===== config.mk =====
export PLATFORM = sky130hd
export DESIGN_NAME = cem_mode_ctl
export DESIGN_NICKNAME = d
export VERILOG_FILES = /design/src/pkg/cem_pkg.sv /design/src/pkg/cem_auth_if.sv /design/src/logic/cem_mode_ctl.sv /design/src/logic/cem_auth_chk.sv /design/src/logic/cem_cmap.sv
export SDC_FILE = /design/constraint.sdc
export NUM_CORES = 1
export LEC_CHECK = 0
export BUFFER_PORTS_ARGS = -buffer_cell sky130_fd_sc_hd__buf_4
export CAP_MARGIN = 40
export CORE_AREA = 2 2 318 320
export DETAILED_ROUTE_END_ITERATION = 10
export DIE_AREA = 0 0 320 322
export GPL_TIMING_DRIVEN = 0
export SYNTH_ARGS = -nofsm -noshare
export SYNTH_HDL_FRONTEND = slang
export SYNTH_SLANG_ARGS = --single-unit

===== constraint.sdc =====
create_clock -name pclk -period 3.5 [get_ports pclk]
set_clock_uncertainty 0.2 [all_clocks]
set_input_delay 1.05 -clock pclk [delete_from_list [all_inputs] [get_ports pclk]]
set_output_delay 1.05 -clock pclk [all_outputs]
set_load 0.1 [all_outputs]

===== src/pkg/cem_pkg.sv =====
package cem_pkg;
  // capability field widths
  localparam int XLEN = 32;
  localparam int PERM_W = 4;

  // permission bit positions
  localparam int PERM_R = 0;
  localparam int PERM_W_BIT = 1;
  localparam int PERM_X = 2;
  localparam int PERM_C = 3;

  // apb register byte offsets
  localparam logic [11:0] OFF_CTRL = 12'h000;
  localparam logic [11:0] OFF_STATUS = 12'h004;
  localparam logic [11:0] OFF_DDC_ADDR = 12'h008;
  localparam logic [11:0] OFF_DDC_BASE = 12'h00c;
  localparam logic [11:0] OFF_DDC_TOP = 12'h010;
  localparam logic [11:0] OFF_DDC_META = 12'h014;

  // control and status fields
  localparam int CTRL_HYB = 0;
  localparam logic [31:0] CTRL_RST = 32'h0000_0001;
  localparam int ST_MODE = 0;
  localparam int ST_TAG = 1;
  localparam int ST_HYB = 2;

  // metadata word layout
  localparam int META_TAG = 0;
  localparam int META_SEAL = 1;
  localparam int META_PERM = 2;
  localparam int META_M = 6;

  // default data capability reset value
  localparam logic [31:0] DDC_BASE_RST = 32'h0000_0000;
  localparam logic [31:0] DDC_TOP_RST = 32'hffff_ffff;
  localparam logic [3:0] DDC_PERM_RST = 4'hb;

  // compressed load/store fields
  localparam logic [1:0] CQ0 = 2'h0;
  localparam logic [1:0] CQ2 = 2'h2;
  localparam logic [1:0] C32 = 2'h3;
  localparam logic [2:0] CF3_LD = 3'h3;
  localparam logic [2:0] CF3_ST = 3'h7;

  typedef enum logic {MODE_CAP, MODE_ADDR} cem_mode_e;
  typedef enum logic [2:0] {OP_NONE, OP_JALR, OP_SWI, OP_SWY, OP_MODEW, OP_MODER} cem_op_e;
  typedef enum logic [3:0] {MEM_LOAD, MEM_STORE, MEM_PREF_R, MEM_PREF_W, MEM_CAP_LOAD,
                            MEM_CAP_STORE, MEM_FETCH, MEM_PREF_I, MEM_JUMP} cem_mem_e;

  typedef struct packed {
    logic             tag;
    logic             sealed;
    logic [PERM_W-1:0] perm;
    logic             mbit;
    logic [XLEN-1:0]  base;
    logic [XLEN-1:0]  top;
    logic [XLEN-1:0]  addr;
  } cem_cap_s;
endpackage


===== src/pkg/cem_auth_if.sv =====
`timescale 1ns/1ps
interface cem_auth_if;
  import cem_pkg::*;
  cem_cap_s          cap;
  logic [XLEN-1:0]   addr;
  logic [PERM_W-1:0] need;
  logic              ok;
  modport req (output cap, output addr, output need, input ok);
  modport chk (input cap, input addr, input need, output ok);
endinterface


===== src/logic/cem_mode_ctl.sv =====
// The APB interface to the registers and the placing of the registers were decided locally.
`timescale 1ns/1ps
// Function
// - current mode is one bit in pc capability metadata, 0 cap, 1 address
// - with hybrid on, only the mode bit of the pc capability decides the execution mode
// - address mode data accesses and prefetches are authorized by default data cap
// - jumps and instruction prefetch stay authorized by the pc capability
// - address mode cap-width loads/stores use default data cap, register as address
// - address mode capability csr access uses low bits, writes set address checked
// - address mode decoder returns modified instructions to integer behaviour
// - address mode maps compressed capability load/store to float encodings
// - capability instructions and csrs still decode in address mode
// - without hybrid option the block always runs in capability mode
// - mode field only kept for execute capabilities, else update is no-op
// - capability without execute permission reports mode bit 0
// - capability mode indirect jump copies target mode bit into pc
// - two switch instructions flip pc mode to address or capability
// - one instruction writes a capability mode bit, another reads it
// - capability transfers carry the mode bit
// - pc reads tagged in capability mode, untagged in address mode
// - hybrid block leaves reset in address mode
// - one user capability csr holds the default data capability
// - default data csr needs no system register permission
// - mode write clears tag if sealed, sets mode from operand bit 0
module cem_mode_ctl (
  input  wire logic                  pclk,
  input  wire logic                  presetn,
  input  wire logic                  psel,
  input  wire logic                  penable,
  input  wire logic                  pwrite,
  input  wire logic [11:0]           paddr,
  input  wire logic [31:0]           pwdata,
  output logic [31:0]                prdata,
  output logic                       pready,
  output logic                       pslverr,
  input  wire cem_pkg::cem_cap_s     pcc_cap,
  input  wire logic                  op_valid,
  input  wire cem_pkg::cem_op_e      op_kind,
  input  wire cem_pkg::cem_cap_s     op_rs1,
  input  wire logic                  op_integ_ok,
  input  wire logic                  op_rs2_lsb,
  output logic                       res_valid,
  output cem_pkg::cem_cap_s          res_cap,
  output logic [31:0]                res_int,
  output logic                       flush,
  output logic                       exec_mode,
  output logic                       pcc_tag,
  input  wire logic                  mem_valid,
  input  wire cem_pkg::cem_mem_e     mem_kind,
  input  wire logic [31:0]           mem_addr,
  input  wire cem_pkg::cem_cap_s     mem_rs1,
  output logic                       mem_done,
  output logic                       mem_ok,
  output logic                       mem_from_ddc,
  input  wire logic                  csr_valid,
  input  wire logic                  csr_wen,
  input  wire cem_pkg::cem_cap_s     csr_wcap,
  input  wire logic                  csr_integ_ok,
  output logic                       csr_rvalid,
  output cem_pkg::cem_cap_s          csr_rcap,
  input  wire logic                  dec_valid,
  input  wire logic [15:0]           dec_instr,
  output logic                       dec_cap_ld,
  output logic                       dec_cap_st,
  output logic                       dec_fp_ld,
  output logic                       dec_fp_st,
  output logic                       dec_std,
  output logic                       dec_cap_isa
);
  import cem_pkg::*;

  logic [31:0] ctrl_r;
  logic        pc_mode_r;
  cem_cap_s    ddc_r;
  cem_cap_s    ddc_nxt;
  logic        hyb;
  logic        amode;
  logic        acc;
  logic        wr;
  logic        mapped;
  logic [31:0] rd_nxt;
  logic        m_ld;
  logic        m_st;
  logic        m_fl;
  logic        m_fs;
  logic        is_data;
  logic        data_ddc;
  logic        mode_chg;
  logic        mode_new;
  logic        hyb_nxt;
  logic        exec_mode_nxt;

  cem_auth_if auth ();

  // mode bit as seen through execute permission
  function automatic logic mode_of(input cem_cap_s c);
    mode_of = c.perm[PERM_X] ? c.mbit : 1'b0;
  endfunction

  // address update that drops the tag when not representable
  function automatic cem_cap_s set_address_checked(input cem_cap_s c, input logic [31:0] a);
    cem_cap_s r;
    r = c;
    r.addr = a;
    if (c.sealed || a < c.base || a > c.top) begin
      r.tag = 1'b0;
    end
    set_address_checked = r;
  endfunction

  function automatic logic apb_hit(input logic [11:0] a);
    apb_hit = (a == OFF_CTRL) || (a == OFF_STATUS) || (a == OFF_DDC_ADDR) ||
              (a == OFF_DDC_BASE) || (a == OFF_DDC_TOP) || (a == OFF_DDC_META);
  endfunction

  // effective mode: hybrid switched off pins capability mode
  always_comb begin
    hyb = ctrl_r[CTRL_HYB];
    amode = hyb && pc_mode_r;
  end

  // apb access phase decode
  always_comb begin
    acc = psel && penable && pready;
    wr = acc && pwrite;
    mapped = apb_hit(paddr);
  end

  // read mux, sampled in the setup cycle so data is ready at access
  always_comb begin
    rd_nxt = 32'h0000_0000;
    if (paddr == OFF_CTRL) begin
      rd_nxt = ctrl_r;
    end else if (paddr == OFF_STATUS) begin
      rd_nxt[ST_MODE] = amode;
      rd_nxt[ST_TAG] = !amode;
      rd_nxt[ST_HYB] = hyb;
    end else if (paddr == OFF_DDC_ADDR) begin
      rd_nxt = ddc_r.addr;
    end else if (paddr == OFF_DDC_BASE) begin
      rd_nxt = ddc_r.base;
    end else if (paddr == OFF_DDC_TOP) begin
      rd_nxt = ddc_r.top;
    end else if (paddr == OFF_DDC_META) begin
      rd_nxt[META_TAG] = ddc_r.tag;
      rd_nxt[META_SEAL] = ddc_r.sealed;
      rd_nxt[META_PERM +: PERM_W] = ddc_r.perm;
      rd_nxt[META_M] = mode_of(ddc_r);
    end
  end

  // zero wait apb slave: ready in every access phase
  always_ff @(posedge pclk or negedge presetn) begin
    if (!presetn) begin
      pready <= 1'b0;
      prdata <= 32'h0000_0000;
      pslverr <= 1'b0;
    end else begin
      pready <= psel && !penable;
      prdata <= (psel && !penable && !pwrite) ? rd_nxt : 32'h0000_0000;
      pslverr <= psel && !penable && !apb_hit(paddr);
    end
  end

  // control register, software steers the hybrid option
  always_ff @(posedge pclk or negedge presetn) begin
    if (!presetn) begin
      ctrl_r <= CTRL_RST;
    end else if (wr && paddr == OFF_CTRL) begin
      ctrl_r <= {31'h0000_0000, pwdata[CTRL_HYB]};
    end
  end

  // next pc mode from switch instructions and indirect jumps
  always_comb begin
    mode_chg = 1'b0;
    mode_new = pc_mode_r;
    if (op_valid && hyb) begin
      case (op_kind)
        OP_SWI: begin
          mode_chg = !amode;
          mode_new = 1'b1;
        end
        OP_SWY: begin
          mode_chg = amode;
          mode_new = 1'b0;
        end
        OP_JALR: begin
          mode_chg = !amode && (mode_of(op_rs1) != pc_mode_r);
          mode_new = amode ? pc_mode_r : mode_of(op_rs1);
        end
        default: begin
          mode_chg = 1'b0;
        end
      endcase
    end
  end

  // mode after this edge, a control write included, so the pins never lag the authority choice
  always_comb begin
    hyb_nxt = (wr && paddr == OFF_CTRL) ? pwdata[CTRL_HYB] : hyb;
    exec_mode_nxt = hyb_nxt && (mode_chg ? mode_new : pc_mode_r);
  end

  // pc mode bit, reset into address mode
  always_ff @(posedge pclk or negedge presetn) begin
    if (!presetn) begin
      pc_mode_r <= 1'b1;
    end else if (mode_chg) begin
      pc_mode_r <= mode_new;
    end
  end

  // flush pulse on a switch or jump mode change so nothing decoded in the old mode retires; a control write changes the mode with no flush
  always_ff @(posedge pclk or negedge presetn) begin
    if (!presetn) begin
      flush <= 1'b0;
      exec_mode <= 1'b1;
      pcc_tag <= 1'b0;
    end else begin
      flush <= mode_chg;
      exec_mode <= exec_mode_nxt;
      pcc_tag <= !exec_mode_nxt;
    end
  end

  // mode write and mode read results
  always_ff @(posedge pclk or negedge presetn) begin
    if (!presetn) begin
      res_valid <= 1'b0;
      res_cap <= '0;
      res_int <= 32'h0000_0000;
    end else begin
      res_valid <= op_valid && (op_kind == OP_MODEW || op_kind == OP_MODER);
      res_cap <= op_rs1;
      res_int <= 32'h0000_0000;
      if (op_valid && op_kind == OP_MODEW) begin
        res_cap.tag <= op_rs1.tag && !op_rs1.sealed && op_integ_ok;
        if (op_rs1.perm[PERM_X] && op_integ_ok) begin
          res_cap.mbit <= op_rs2_lsb;
        end
      end
      if (op_valid && op_kind == OP_MODER) begin
        res_int[0] <= op_integ_ok && mode_of(op_rs1);
      end
    end
  end

  // choice of authority for a memory access
  always_comb begin
    is_data = (mem_kind != MEM_FETCH) && (mem_kind != MEM_PREF_I) && (mem_kind != MEM_JUMP);
    data_ddc = amode && is_data;
    auth.cap = data_ddc ? ddc_r : (is_data ? mem_rs1 : pcc_cap);
    auth.addr = mem_addr;
    auth.need = '0;
    case (mem_kind)
      MEM_LOAD, MEM_PREF_R: auth.need[PERM_R] = 1'b1;
      MEM_STORE, MEM_PREF_W: auth.need[PERM_W_BIT] = 1'b1;
      MEM_CAP_LOAD: begin
        auth.need[PERM_R] = 1'b1;
        auth.need[PERM_C] = 1'b1;
      end
      MEM_CAP_STORE: begin
        auth.need[PERM_W_BIT] = 1'b1;
        auth.need[PERM_C] = 1'b1;
      end
      default: auth.need[PERM_X] = 1'b1;
    endcase
  end

  cem_auth_chk u_chk (
    .a (auth.chk)
  );

  // registered authorization answer
  always_ff @(posedge pclk or negedge presetn) begin
    if (!presetn) begin
      mem_done <= 1'b0;
      mem_ok <= 1'b0;
      mem_from_ddc <= 1'b0;
    end else begin
      mem_done <= mem_valid;
      mem_ok <= mem_valid && auth.ok;
      mem_from_ddc <= mem_valid && data_ddc;
    end
  end

  // default data capability update from csr port, then apb
  always_comb begin
    ddc_nxt = ddc_r;
    if (csr_valid && csr_wen) begin
      if (amode) begin
        ddc_nxt = set_address_checked(ddc_r, csr_wcap.addr);
      end else begin
        ddc_nxt = csr_wcap;
        ddc_nxt.tag = csr_wcap.tag && csr_integ_ok;
      end
    end else if (wr && paddr == OFF_DDC_ADDR) begin
      ddc_nxt = set_address_checked(ddc_r, pwdata);
    end else if (wr && paddr == OFF_DDC_BASE) begin
      ddc_nxt.base = pwdata;
    end else if (wr && paddr == OFF_DDC_TOP) begin
      ddc_nxt.top = pwdata;
    end else if (wr && paddr == OFF_DDC_META) begin
      ddc_nxt.tag = pwdata[META_TAG];
      ddc_nxt.sealed = pwdata[META_SEAL];
      ddc_nxt.perm = pwdata[META_PERM +: PERM_W];
      ddc_nxt.mbit = pwdata[META_M] && pwdata[META_PERM + PERM_X];
    end
  end

  // user csr, no system register permission check on this path
  always_ff @(posedge pclk or negedge presetn) begin
    if (!presetn) begin
      ddc_r <= '{tag: 1'b1, sealed: 1'b0, perm: DDC_PERM_RST, mbit: 1'b0,
                 base: DDC_BASE_RST, top: DDC_TOP_RST, addr: DDC_BASE_RST};
    end else begin
      ddc_r <= ddc_nxt;
    end
  end

  // csr read: address only in address mode
  always_ff @(posedge pclk or negedge presetn) begin
    if (!presetn) begin
      csr_rvalid <= 1'b0;
      csr_rcap <= '0;
    end else begin
      csr_rvalid <= csr_valid;
      csr_rcap <= ddc_r;
      if (amode) begin
        csr_rcap <= '{tag: 1'b0, sealed: 1'b0, perm: '0, mbit: 1'b0,
                      base: '0, top: '0, addr: ddc_r.addr};
      end
    end
  end

  cem_cmap u_cmap (
    .instr     (dec_instr),
    .addr_mode (amode),
    .cap_ld    (m_ld),
    .cap_st    (m_st),
    .fp_ld     (m_fl),
    .fp_st     (m_fs)
  );

  // decode qualifiers follow the mode the pc holds now
  always_ff @(posedge pclk or negedge presetn) begin
    if (!presetn) begin
      dec_cap_ld <= 1'b0;
      dec_cap_st <= 1'b0;
      dec_fp_ld <= 1'b0;
      dec_fp_st <= 1'b0;
      dec_std <= 1'b0;
      dec_cap_isa <= 1'b0;
    end else begin
      dec_cap_ld <= dec_valid && m_ld;
      dec_cap_st <= dec_valid && m_st;
      dec_fp_ld <= dec_valid && m_fl;
      dec_fp_st <= dec_valid && m_fs;
      dec_std <= dec_valid && amode;
      dec_cap_isa <= dec_valid;
    end
  end
endmodule


===== src/logic/cem_auth_chk.sv =====
`timescale 1ns/1ps
module cem_auth_chk (
  cem_auth_if.chk a
);
  import cem_pkg::*;

  // tagged, unsealed, permits, and address inside [base, top)
  always_comb begin
    a.ok = a.cap.tag && !a.cap.sealed && ((a.cap.perm & a.need) == a.need) &&
           (a.addr >= a.cap.base) && (a.addr < a.cap.top);
  end
endmodule


===== src/logic/cem_cmap.sv =====
`timescale 1ns/1ps
module cem_cmap (
  input  wire logic [15:0] instr,
  input  wire logic        addr_mode,
  output logic             cap_ld,
  output logic             cap_st,
  output logic             fp_ld,
  output logic             fp_st
);
  import cem_pkg::*;
  logic cq;
  logic ld;
  logic st;

  // only quadrants 0 and 2 carry the stack/reg load-store slots
  always_comb begin
    cq = (instr[1:0] == CQ0) || (instr[1:0] == CQ2);
    ld = cq && (instr[15:13] == CF3_LD);
    st = cq && (instr[15:13] == CF3_ST);
    cap_ld = ld && !addr_mode;
    cap_st = st && !addr_mode;
    fp_ld = ld && addr_mode;
    fp_st = st && addr_mode;
  end
endmodule


==> summary.txt, run 1 <==
Worst setup path
  • Crit path cell chain: and2_4, buf_8, buf_12, clkbuf_8, nand2_1, a21oi_1, a21oi_2, ha_1, nand4_1, nor3_4, a221oi_4, a31oi_4, o31ai_4, and3_1
  • CP bufs+invs: 3
  • CP max stage cell: dfstp_2
  • Critical path endpoint category: flop
  • Arrival time worst endpoint: 4.22 ns
  • Crit-path leading delay family: simple AND/OR/NAND/NOR gates
  • Launching element type of the critical path: flop
  • WP data required: 3.81 ns
  • Slowest stage delay, CP: 0.63 ns
  • Setup CP Type: flop to flop
  • Critical-path maximum fanout: 6

Placed design
  • Post-DP Area: 0.02580 mm2
  • Dpl hpwl: 98480 um
  • GPL Wtd Cong: 0.9018
  • Port buffer count: 696

Layout
  • Design Area, Final: 0.02815 mm2
  • Most frequent cells in the layout: buf_4, dfrtp_1, nand2_1
  • Commonest non-fill, non-tap cell in the layout: buf_4
  • Area added between synthesis and finish: 53.52%
  • Final Util: 28.27%
  • NumNets Final: 3392
  • Fraction of layout cells with a size suffix above 1: 37.08%

Synth
  • Post-synthesis area per instance: 9.906 um2
  • Synthesis-stage register bit count: 360
  • Synth async-reset ratio: 100.0%
  • Synth unique cells: 64
  • Mapped Area: 0.01834 mm2
  • Post-synth EDFFs: 0
  • Gate Count Post-Synth: 1851
  • Top FF cell, synth: dfrtp_1
  • Register area share after synthesis: 49.40%
  • Synth warn: 0

Status
  • Failing checks: setup timing
  • Status: finished, violations left

Die
  • Chip width: 320 um
  • Core box area: 0.09957 mm2
  • Chip Height: 322 um
  • DIE AREA: 0.1030 mm2
  • Initial Utilization: 18.42%
  • I/O Pins: 810
  • # rows: 116

Pwr
  • Net Switching: 5886 uW
  • P_int: 9087 uW
  • Sequential power share: 33.0%
  • Max VDD drop: 310.0 uV
  • Switching Share: 39.31%
  • P_leak: 0.01364 uW
  • Clock share of power: 35.4%
  • Power per cell area: 531.9 mW/mm2
  • Combinational Power Share: 31.7%

Job
  • Max-Cap Viols: 0

Clocking
  • CTS clk-pin slew, worst paths: 0.06 ns
  • Clk sinks: 360
  • Clock root cell: clkbuf_16
  • Cts hold-fix bufs: 0
  • CTS tree: done
  • Inserted Clock Buffers: 48
  • Maximum clock path buffer count: 3
  • H-tree Lvls: 2
  • Clk_lat worst skew: 0.62 ns

Global route
  • Congestion Overflow GR: 0
  • Number of global-route vias before repair: 18660
  • Initial antenna violation count: 28
  • Largest net degree at the start of global routing: 104
  • First-pass GRT wire length: 158100 um
  • GRT Total Usage: 22.55%

Routing
  • Drt total wl: 119800 um
  • Number of routed nets with antenna violations: 0
  • DRC: 0
  • DR pass1 iterations: 5
  • Vias: 18620
  • DR WL/cell: 29.76 um
  • Starting DRC count in detailed routing: 1457
  • Drt via density: 4.623

Timing
  • Unrepaired setup endpoints after global routing: yes
  • Fmax: 255.8 MHz
  • Setup ws final: -0.4094 ns
  • Tcrit/Tclk final: 111.7%
  • Slew HR: 41.36%
  • Count of final setup violators: 1
  • Tmin final: 3.909 ns
  • Setup TNS: -0.4094 ns
  • Count of pins over their slew limit: 0
  • Final Hold Viols: 0
  • Worst slew pin tran: 0.8796 ns

Worst hold path
  • HP Class: flop to flop
[synthesized netlist by cell type, types with 10 or more instances]
master / instances / share of area, %
clkbuf_1: 53 / 1.1
a21oi_1: 244 / 6.7
nor3_1: 13 / 0.35
mux2i_1: 36 / 2.0
inv_1: 77 / 1.6
buf_4: 35 / 1.4
nor4_1: 10 / 0.34
nand3_1: 13 / 0.35
nand2_1: 237 / 4.9
a31oi_1: 11 / 0.38
a21o_1: 33 / 1.4
a221oi_1: 34 / 1.6
ha_1: 189 / 13
dfrtp_1: 321 / 44
nand4_1: 40 / 1.4
a22oi_1: 65 / 2.7
dfstp_2: 39 / 5.6
buf_2: 19 / 0.52
o21ai_0: 101 / 2.8
nor2_1: 154 / 3.2
a211oi_1: 10 / 0.41
buf_1: 17 / 0.35
and2_1: 12 / 0.41
[logic make-up (layout without fill, tap and decap cells)]
kind of cell	after synthesis	in the layout	synth area share, %
flops	360	360	49.40
compound gates	540	541	17.86
other cells	1	44	0.02045
fa+ha+maj	190	190	12.95
simple gates	515	515	12.29
mux	44	44	2.518
buf+inv	201	1035	4.961
[worst register-to-register path, delay by kind of cell, from the launching register on]
| kind | cells | cell delay [ns] |
|---|---|---|
| and+or+nand+nor | 5 | 1.33 |
| AOI/OAI and AO/OA | 5 | 0.91 |
| DFF | 1 | 0.63 |
| buffers and inverters | 3 | 0.44 |
| adders and majority gates | 1 | 0.29 |
[sequential cells by signal (all words and copies together) (netlist names), 32 cells and up]
| name | flops |
|---|---|
| csr_rcap | 103 |
| ddc_r | 103 |
| prdata | 32 |
| res_cap | 103 |
[repair_timing]
| action | 4_1_cts | 5_1_grt |
|---|---|---|
| endpoints found under the setup margin | 4 | 1 |
| cloned | 2 | 0 |
| pin swaps | 20 | 12 |
| setup buffers | 16 | 3 |
| resized for setup | 94 | 18 |
[per-layer routing]
metal	wire [um]	vias up	share of wire, %	track usage, %
met1	48630	9229	41	27.72
met2	56930	966	48	37.67
met4	3714	24	3.1	7.074
li1	-	8223	-	-
met5	153	-	0.13	0
met3	10420	176	8.7	6.854
[area by class of cell]
class	count	area, um2
Clock buffer	67	1373
Inverter	77	289.0
Antenna cell	13	32.53
Clock inverter	20	296.5
Fill cell	10620	71410
Sequential cell	360	9057
Tap cell	1298	1624
Timing Repair Buffer	749	5857
Buffer	122	794.5
Multi-Input combinational cell	1321	8827
[path summary, 6_finish.rpt]
check	from	endpoint	slack (ns)	cells past startpoint
setup / recovery	ctrl_r[0]	mem_ok	-0.41	14
hold / removal	ddc_r[29]	csr_rcap[29]	0.19	0
setup reg to reg	ctrl_r[0]	mem_ok	-0.41	14
hold reg to reg	ddc_r[29]	csr_rcap[29]	0.19	0
max in group asynchronous	presetn	csr_rcap[40]	1.41	3
min in group asynchronous	presetn	prdata[25]	0.22	1
[through the flow]
stage,hold WS (ns),power [uW],setup WS (ns),instances
after floorplan,0.1692,7771,-0.09132,1881
after global placement,0.1836,9557,-3.937,3875
after detailed placement,0.1932,9649,-2.772,3910
after CTS,0.1894,15110,-0.3442,4011
after global routing,0.2056,15570,-0.4385,4019
final,0.1938,14970,-0.4094,4027
[power by group through the flow]
stage / logic, uW / registers (uW) / clock network, uW
2_1_floorplan: 1220 / 6550 / 0
5_1_grt: 4990 / 4970 / 5600
3_3_place_gp: 4560 / 5000 / 0
6_report: 4740 / 4930 / 5300
4_1_cts: 4740 / 4930 / 5440
3_5_place_dp: 4650 / 5000 / 0
No activity file was read; power rests on OpenSTA's default activity.
==> run 2: changes to the inputs <==
clock period = 4.3 ns   (was 3.5 ns; I/O delays follow)
==> summary.txt, run 2 (same netlist as run 1, synthesis figures left out) <==
Routing
  • Starting DRC count in detailed routing: 1646
  • DRC: 0
  • DR WL/cell: 29.85 um
  • Drt via density: 4.646
  • Drt total wl: 119800 um
  • Number of routed nets with antenna violations: 0
  • DR pass1 iterations: 5
  • Vias: 18650

Timing
  • WHS: 0.2030 ns
  • Tcrit/Tclk final: 99.69%
  • Fmax: 233.3 MHz
  • Count of pins over their slew limit: 0
  • Slew HR: 37.24%
  • Unrepaired setup endpoints after global routing: no
  • Count of final setup violators: 0
  • Tmin final: 4.287 ns
  • Worst slew pin tran: 0.9381 ns
  • Final Hold Viols: 0

Pwr
  • Power per cell area: 438.1 mW/mm2
  • Max VDD drop: 239.7 uV
  • Overall power: 12230 uW
  • P_leak: 0.01358 uW

Placed design
  • Port buffer count: 696
  • Dpl hpwl: 98850 um
  • GPL Wtd Cong: 0.9624

Die
  • DIE AREA: 0.1030 mm2
  • Core box area: 0.09957 mm2
  • I/O Pins: 810
  • # rows: 116
  • Chip width: 320 um
  • Initial Utilization: 18.42%
  • Chip Height: 322 um

Worst setup path
  • Critical path endpoint category: flop
  • Setup CP Type: input pin to flop
  • Critical path's most frequent cell: buf_4
  • CP max stage cell: nor3_4
  • Crit path cell chain: buf_4, nor2b_1, a22o_4, clkbuf_16, clkbuf_8, buf_8, a21oi_2, a21oi_1, ha_1, nand4_1, nor3_4, buf_4, a221oi_4, a31oi_4, o31ai_2, and3_1
  • CP bufs+invs: 5
  • Arrival time worst endpoint: 4.56 ns
  • Crit-path leading delay family: compound AO/OA/AOI/OAI gates
  • Slowest stage delay, CP: 0.36 ns
  • Critical-path maximum fanout: 10
  • Launching element type of the critical path: input pin
  • WP data required: 4.57 ns

Clocking
  • Clock root cell: clkbuf_16
  • Cts hold-fix bufs: 0
  • Clk sinks: 360
  • CTS tree: done
  • H-tree Lvls: 2
  • Clk_lat worst skew: 0.61 ns
  • CTS clk-pin slew, worst paths: 0.06 ns
  • Maximum clock path buffer count: 3
  • Inserted Clock Buffers: 48

Status
  • Status: completed

Layout
  • NumNets Final: 3387
  • Most frequent cells in the layout: buf_4, dfrtp_1, nand2_1
  • Fraction of layout cells with a size suffix above 1: 36.30%
  • Area added between synthesis and finish: 52.28%
  • Regs by FF count: csr_rcap (103), ddc_r (103), res_cap (103)
  • Commonest non-fill, non-tap cell in the layout: buf_4

Global route
  • Congestion Overflow GR: 0
  • Initial antenna violation count: 23
  • Largest net degree at the start of global routing: 111
  • First-pass GRT wire length: 158500 um
  • GRT Total Usage: 22.49%
  • Number of global-route vias before repair: 18730

Worst hold path
  • HP Class: flop to flop

Job
  • Max-Cap Viols: 0
-- run 2: through the flow --
stage	instances	setup TNS, ns	worst slack [ns]	instance area [um2]	utilization [%]
5_1_grt	4011	0	0.02036	27910	28.03
3_5_place_dp	3921	-8.412	-2.802	25920	26.03
4_1_cts	4011	0	0.002275	27850	27.97
2_1_floorplan	1881	0	0.09315	18450	-
3_3_place_gp	3875	-735.18	-3.496	25300	25.41
6_report	4015	0	0.01333	27920	28.04
-- run 2: cell type report --
class | count | area [um2]
Sequential cell | 360 | 9057
Multi-Input combinational cell | 1320 | 8681
Timing Repair Buffer | 744 | 5857
Clock buffer | 64 | 1351
Buffer | 123 | 694.4
Tap cell | 1298 | 1624
Inverter | 77 | 289.0
Fill cell | 10620 | 71640
Clock inverter | 23 | 354.1
Antenna cell | 6 | 15.01
-- run 2: worst paths after layout --
| check | start | slack, ns | cells after the start | endpoint |
|---|---|---|---|---|
| worst max-delay path | mem_kind[2] | 0.01 | 16 | mem_ok |
| worst min-delay path | ddc_r[29] | 0.20 | 0 | csr_rcap[29] |
| worst max register to register | ctrl_r[0] | 0.19 | 15 | mem_ok |
| worst min register to register | ddc_r[29] | 0.20 | 0 | csr_rcap[29] |
| max in group asynchronous | presetn | 1.94 | 3 | csr_rcap[76] |
| min in group asynchronous | presetn | 0.48 | 1 | res_cap[0] |
-- run 2: layer usage --
layer | vias up | GRT usage [%] | share of wire (%)
met5 | - | 0 | 0.095
met4 | 18 | 7.178 | 3.5
met3 | 181 | 7.099 | 9.8
met2 | 1076 | 36.14 | 45
met1 | 9172 | 28.60 | 41
li1 | 8205 | - | -
-- run 2: where the power goes --
group,leakage (uW),switching (uW),internal (uW)
sequential,0.00427,253,3750
combinational,0.00848,2800,1040
clock,0.000834,1710,2690
total,0.0136,4760,7480
-- run 2: repair_timing --
item,CTS,global route
gates resized for setup,55,21
setup endpoints to repair,1,1
buffers inserted,3,0
pin swaps,6,4
==> run 3: changes to the inputs <==
CORE_AREA = 2 2 317 319   (was 2 2 318 320)
DIE_AREA = 0 0 319 321   (was 0 0 320 322)
==> summary.txt, run 3 (same netlist as run 1, synthesis figures left out) <==
Global route
  • GRT Total Usage: 22.74%
  • First-pass GRT wire length: 159200 um
  • Initial antenna violation count: 20
  • Largest net degree at the start of global routing: 99
  • Number of global-route vias before repair: 18780
  • Congestion Overflow GR: 0

Status
  • Status: completed

Worst setup path
  • Arrival time worst endpoint: 4.50 ns
  • WP data required: 4.60 ns
  • Critical Path Start: mem_kind[2]
  • Launching element type of the critical path: input pin
  • Setup CP Type: input pin to flop
  • Reg2reg start: pc_mode_r
  • Critical path endpoint category: flop
  • Critical-path maximum fanout: 10

Die
  • DIE AREA: 0.1024 mm2
  • I/O Pins: 810
  • Initial Utilization: 18.47%
  • Core box area: 0.09928 mm2
  • # rows: 116
  • Chip Height: 321 um
  • Chip width: 319 um

Timing
  • Count of pins over their slew limit: 0
  • Final Hold Viols: 0
  • Worst slew pin tran: 0.9721 ns
  • Fmax: 237.9 MHz
  • Setup ws final: 0.09583 ns
  • Unrepaired setup endpoints after global routing: no
  • Tcrit/Tclk final: 97.77%
  • Tmin final: 4.204 ns
  • WHS: 0.2101 ns
  • Slew HR: 34.97%
  • Count of final setup violators: 0

Clocking
  • H-tree Lvls: 2
  • Inserted Clock Buffers: 49
  • Clock root cell: clkbuf_16
  • CTS clk-pin slew, worst paths: 0.06 ns
  • Maximum clock path buffer count: 3
  • Clk_lat worst skew: 0.61 ns
  • CTS tree: done
  • Clk sinks: 360

Layout
  • Register area: 0.009057 mm2
  • Commonest non-fill, non-tap cell in the layout: buf_4
  • Regs by FF count: csr_rcap (103), ddc_r (103), res_cap (103)
  • Area occupied by multi-input gates: 0.008722 mm2
  • Most frequent cells in the layout: buf_4, dfrtp_1, nand2_1
  • Fraction of layout cells with a size suffix above 1: 36.73%
  • Area added between synthesis and finish: 52.42%
  • Fillers: 10560
  • Design Area, Final: 0.02795 mm2
  • NumNets Final: 3390

Placed design
  • Port buffer count: 696
  • Post-DP Area: 0.02590 mm2
  • Pre-CTS setup slack: -2.544 ns
  • GPL Wtd Cong: 0.9646
  • Dpl hpwl: 99600 um

Job
  • Max-Cap Viols: 0

Routing
  • Number of routed nets with antenna violations: 0
  • Drt via density: 4.634
  • Drt total wl: 120500 um
  • Vias: 18640
  • Starting DRC count in detailed routing: 1616
  • DRC: 0
  • DR pass1 iterations: 7
  • DR WL/cell: 29.95 um

Worst hold path
  • HP Start: ddc_r[6]
  • HP Class: flop to flop

Pwr
  • P_leak: 0.01359 uW
  • Max VDD drop: 352.6 uV
  • Power per cell area: 432.8 mW/mm2
-- run 3: cell type report --
type / count / area share [%]
Clock inverter: 26 / 0.9894
Sequential cell: 360 / 32.41
Timing Repair Buffer: 746 / 21.03
Clock buffer: 65 / 4.929
Multi-Input combinational cell: 1320 / 31.21
Antenna cell: 7 / 0.06268
Buffer: 123 / 2.525
Inverter: 77 / 1.034
Tap cell: 1298 / 5.811
-- run 3: per-stage QoR --
| stage | power (uW) | std cells | TNS (ns) | utilization, % |
|---|---|---|---|---|
| 5_1_grt | 12560 | 4015 | 0 | 28.13 |
| 2_1_floorplan | 6319 | 1881 | 0 | - |
| 6_report | 12100 | 4022 | 0 | 28.15 |
| 3_3_place_gp | 7775 | 3875 | -729.83 | 25.48 |
| 3_5_place_dp | 7844 | 3919 | -8.387 | 26.09 |
| 4_1_cts | 12180 | 4012 | 0 | 27.98 |
-- run 3: repair_timing --
| action | CTS | global route |
|---|---|---|
| pin swaps | 6 | 8 |
| hold buffers | 0 | 0 |
| gates resized for setup | 64 | 34 |
| endpoints found under the setup margin | 1 | 1 |
| setup buffers | 3 | 4 |
-- run 3: power by group --
part	total [uW]	switching (uW)	internal, uW
Clock	4240	1740	2500
Sequential	4010	259	3750
Combinational	3850	2810	1040
-- run 3: per-layer routing --
layer	share of wire (%)	track usage [%]	vias to the layer above
met5	0.10	0	-
met4	3.9	7.715	18
met3	8.8	5.988	184
met2	45	36.64	1092
met1	42	29.44	9132
li1	-	-	8212
-- run 3: final timing paths --
| check | end | slack, ns | depth (start not counted) |
|---|---|---|---|
| worst min-delay path | csr_rcap[6] | 0.21 | 0 |
| worst min register to register | csr_rcap[6] | 0.21 | 0 |
| worst max-delay path | mem_ok | 0.1 | 17 |
| min in group asynchronous | res_cap[87] | 0.47 | 1 |
| worst max register to register | mem_ok | 0.18 | 14 |
| max in group asynchronous | csr_rcap[49] | 1.92 | 3 |
-- run 3: worst max-delay path: stages --
cell       delay [ns]
buf_4            0.13
nor2b_1          0.14
a22o_4           0.26
clkbuf_16        0.19
buf_6            0.14
buf_12           0.15
a21oi_1          0.24
a21oi_4          0.08
ha_1             0.30
nand4_1          0.09
buf_6            0.19
nor3_4           0.08
buf_4            0.18
a221oi_4         0.30
a31oi_4          0.17
o31ai_1          0.26
and3_1           0.25
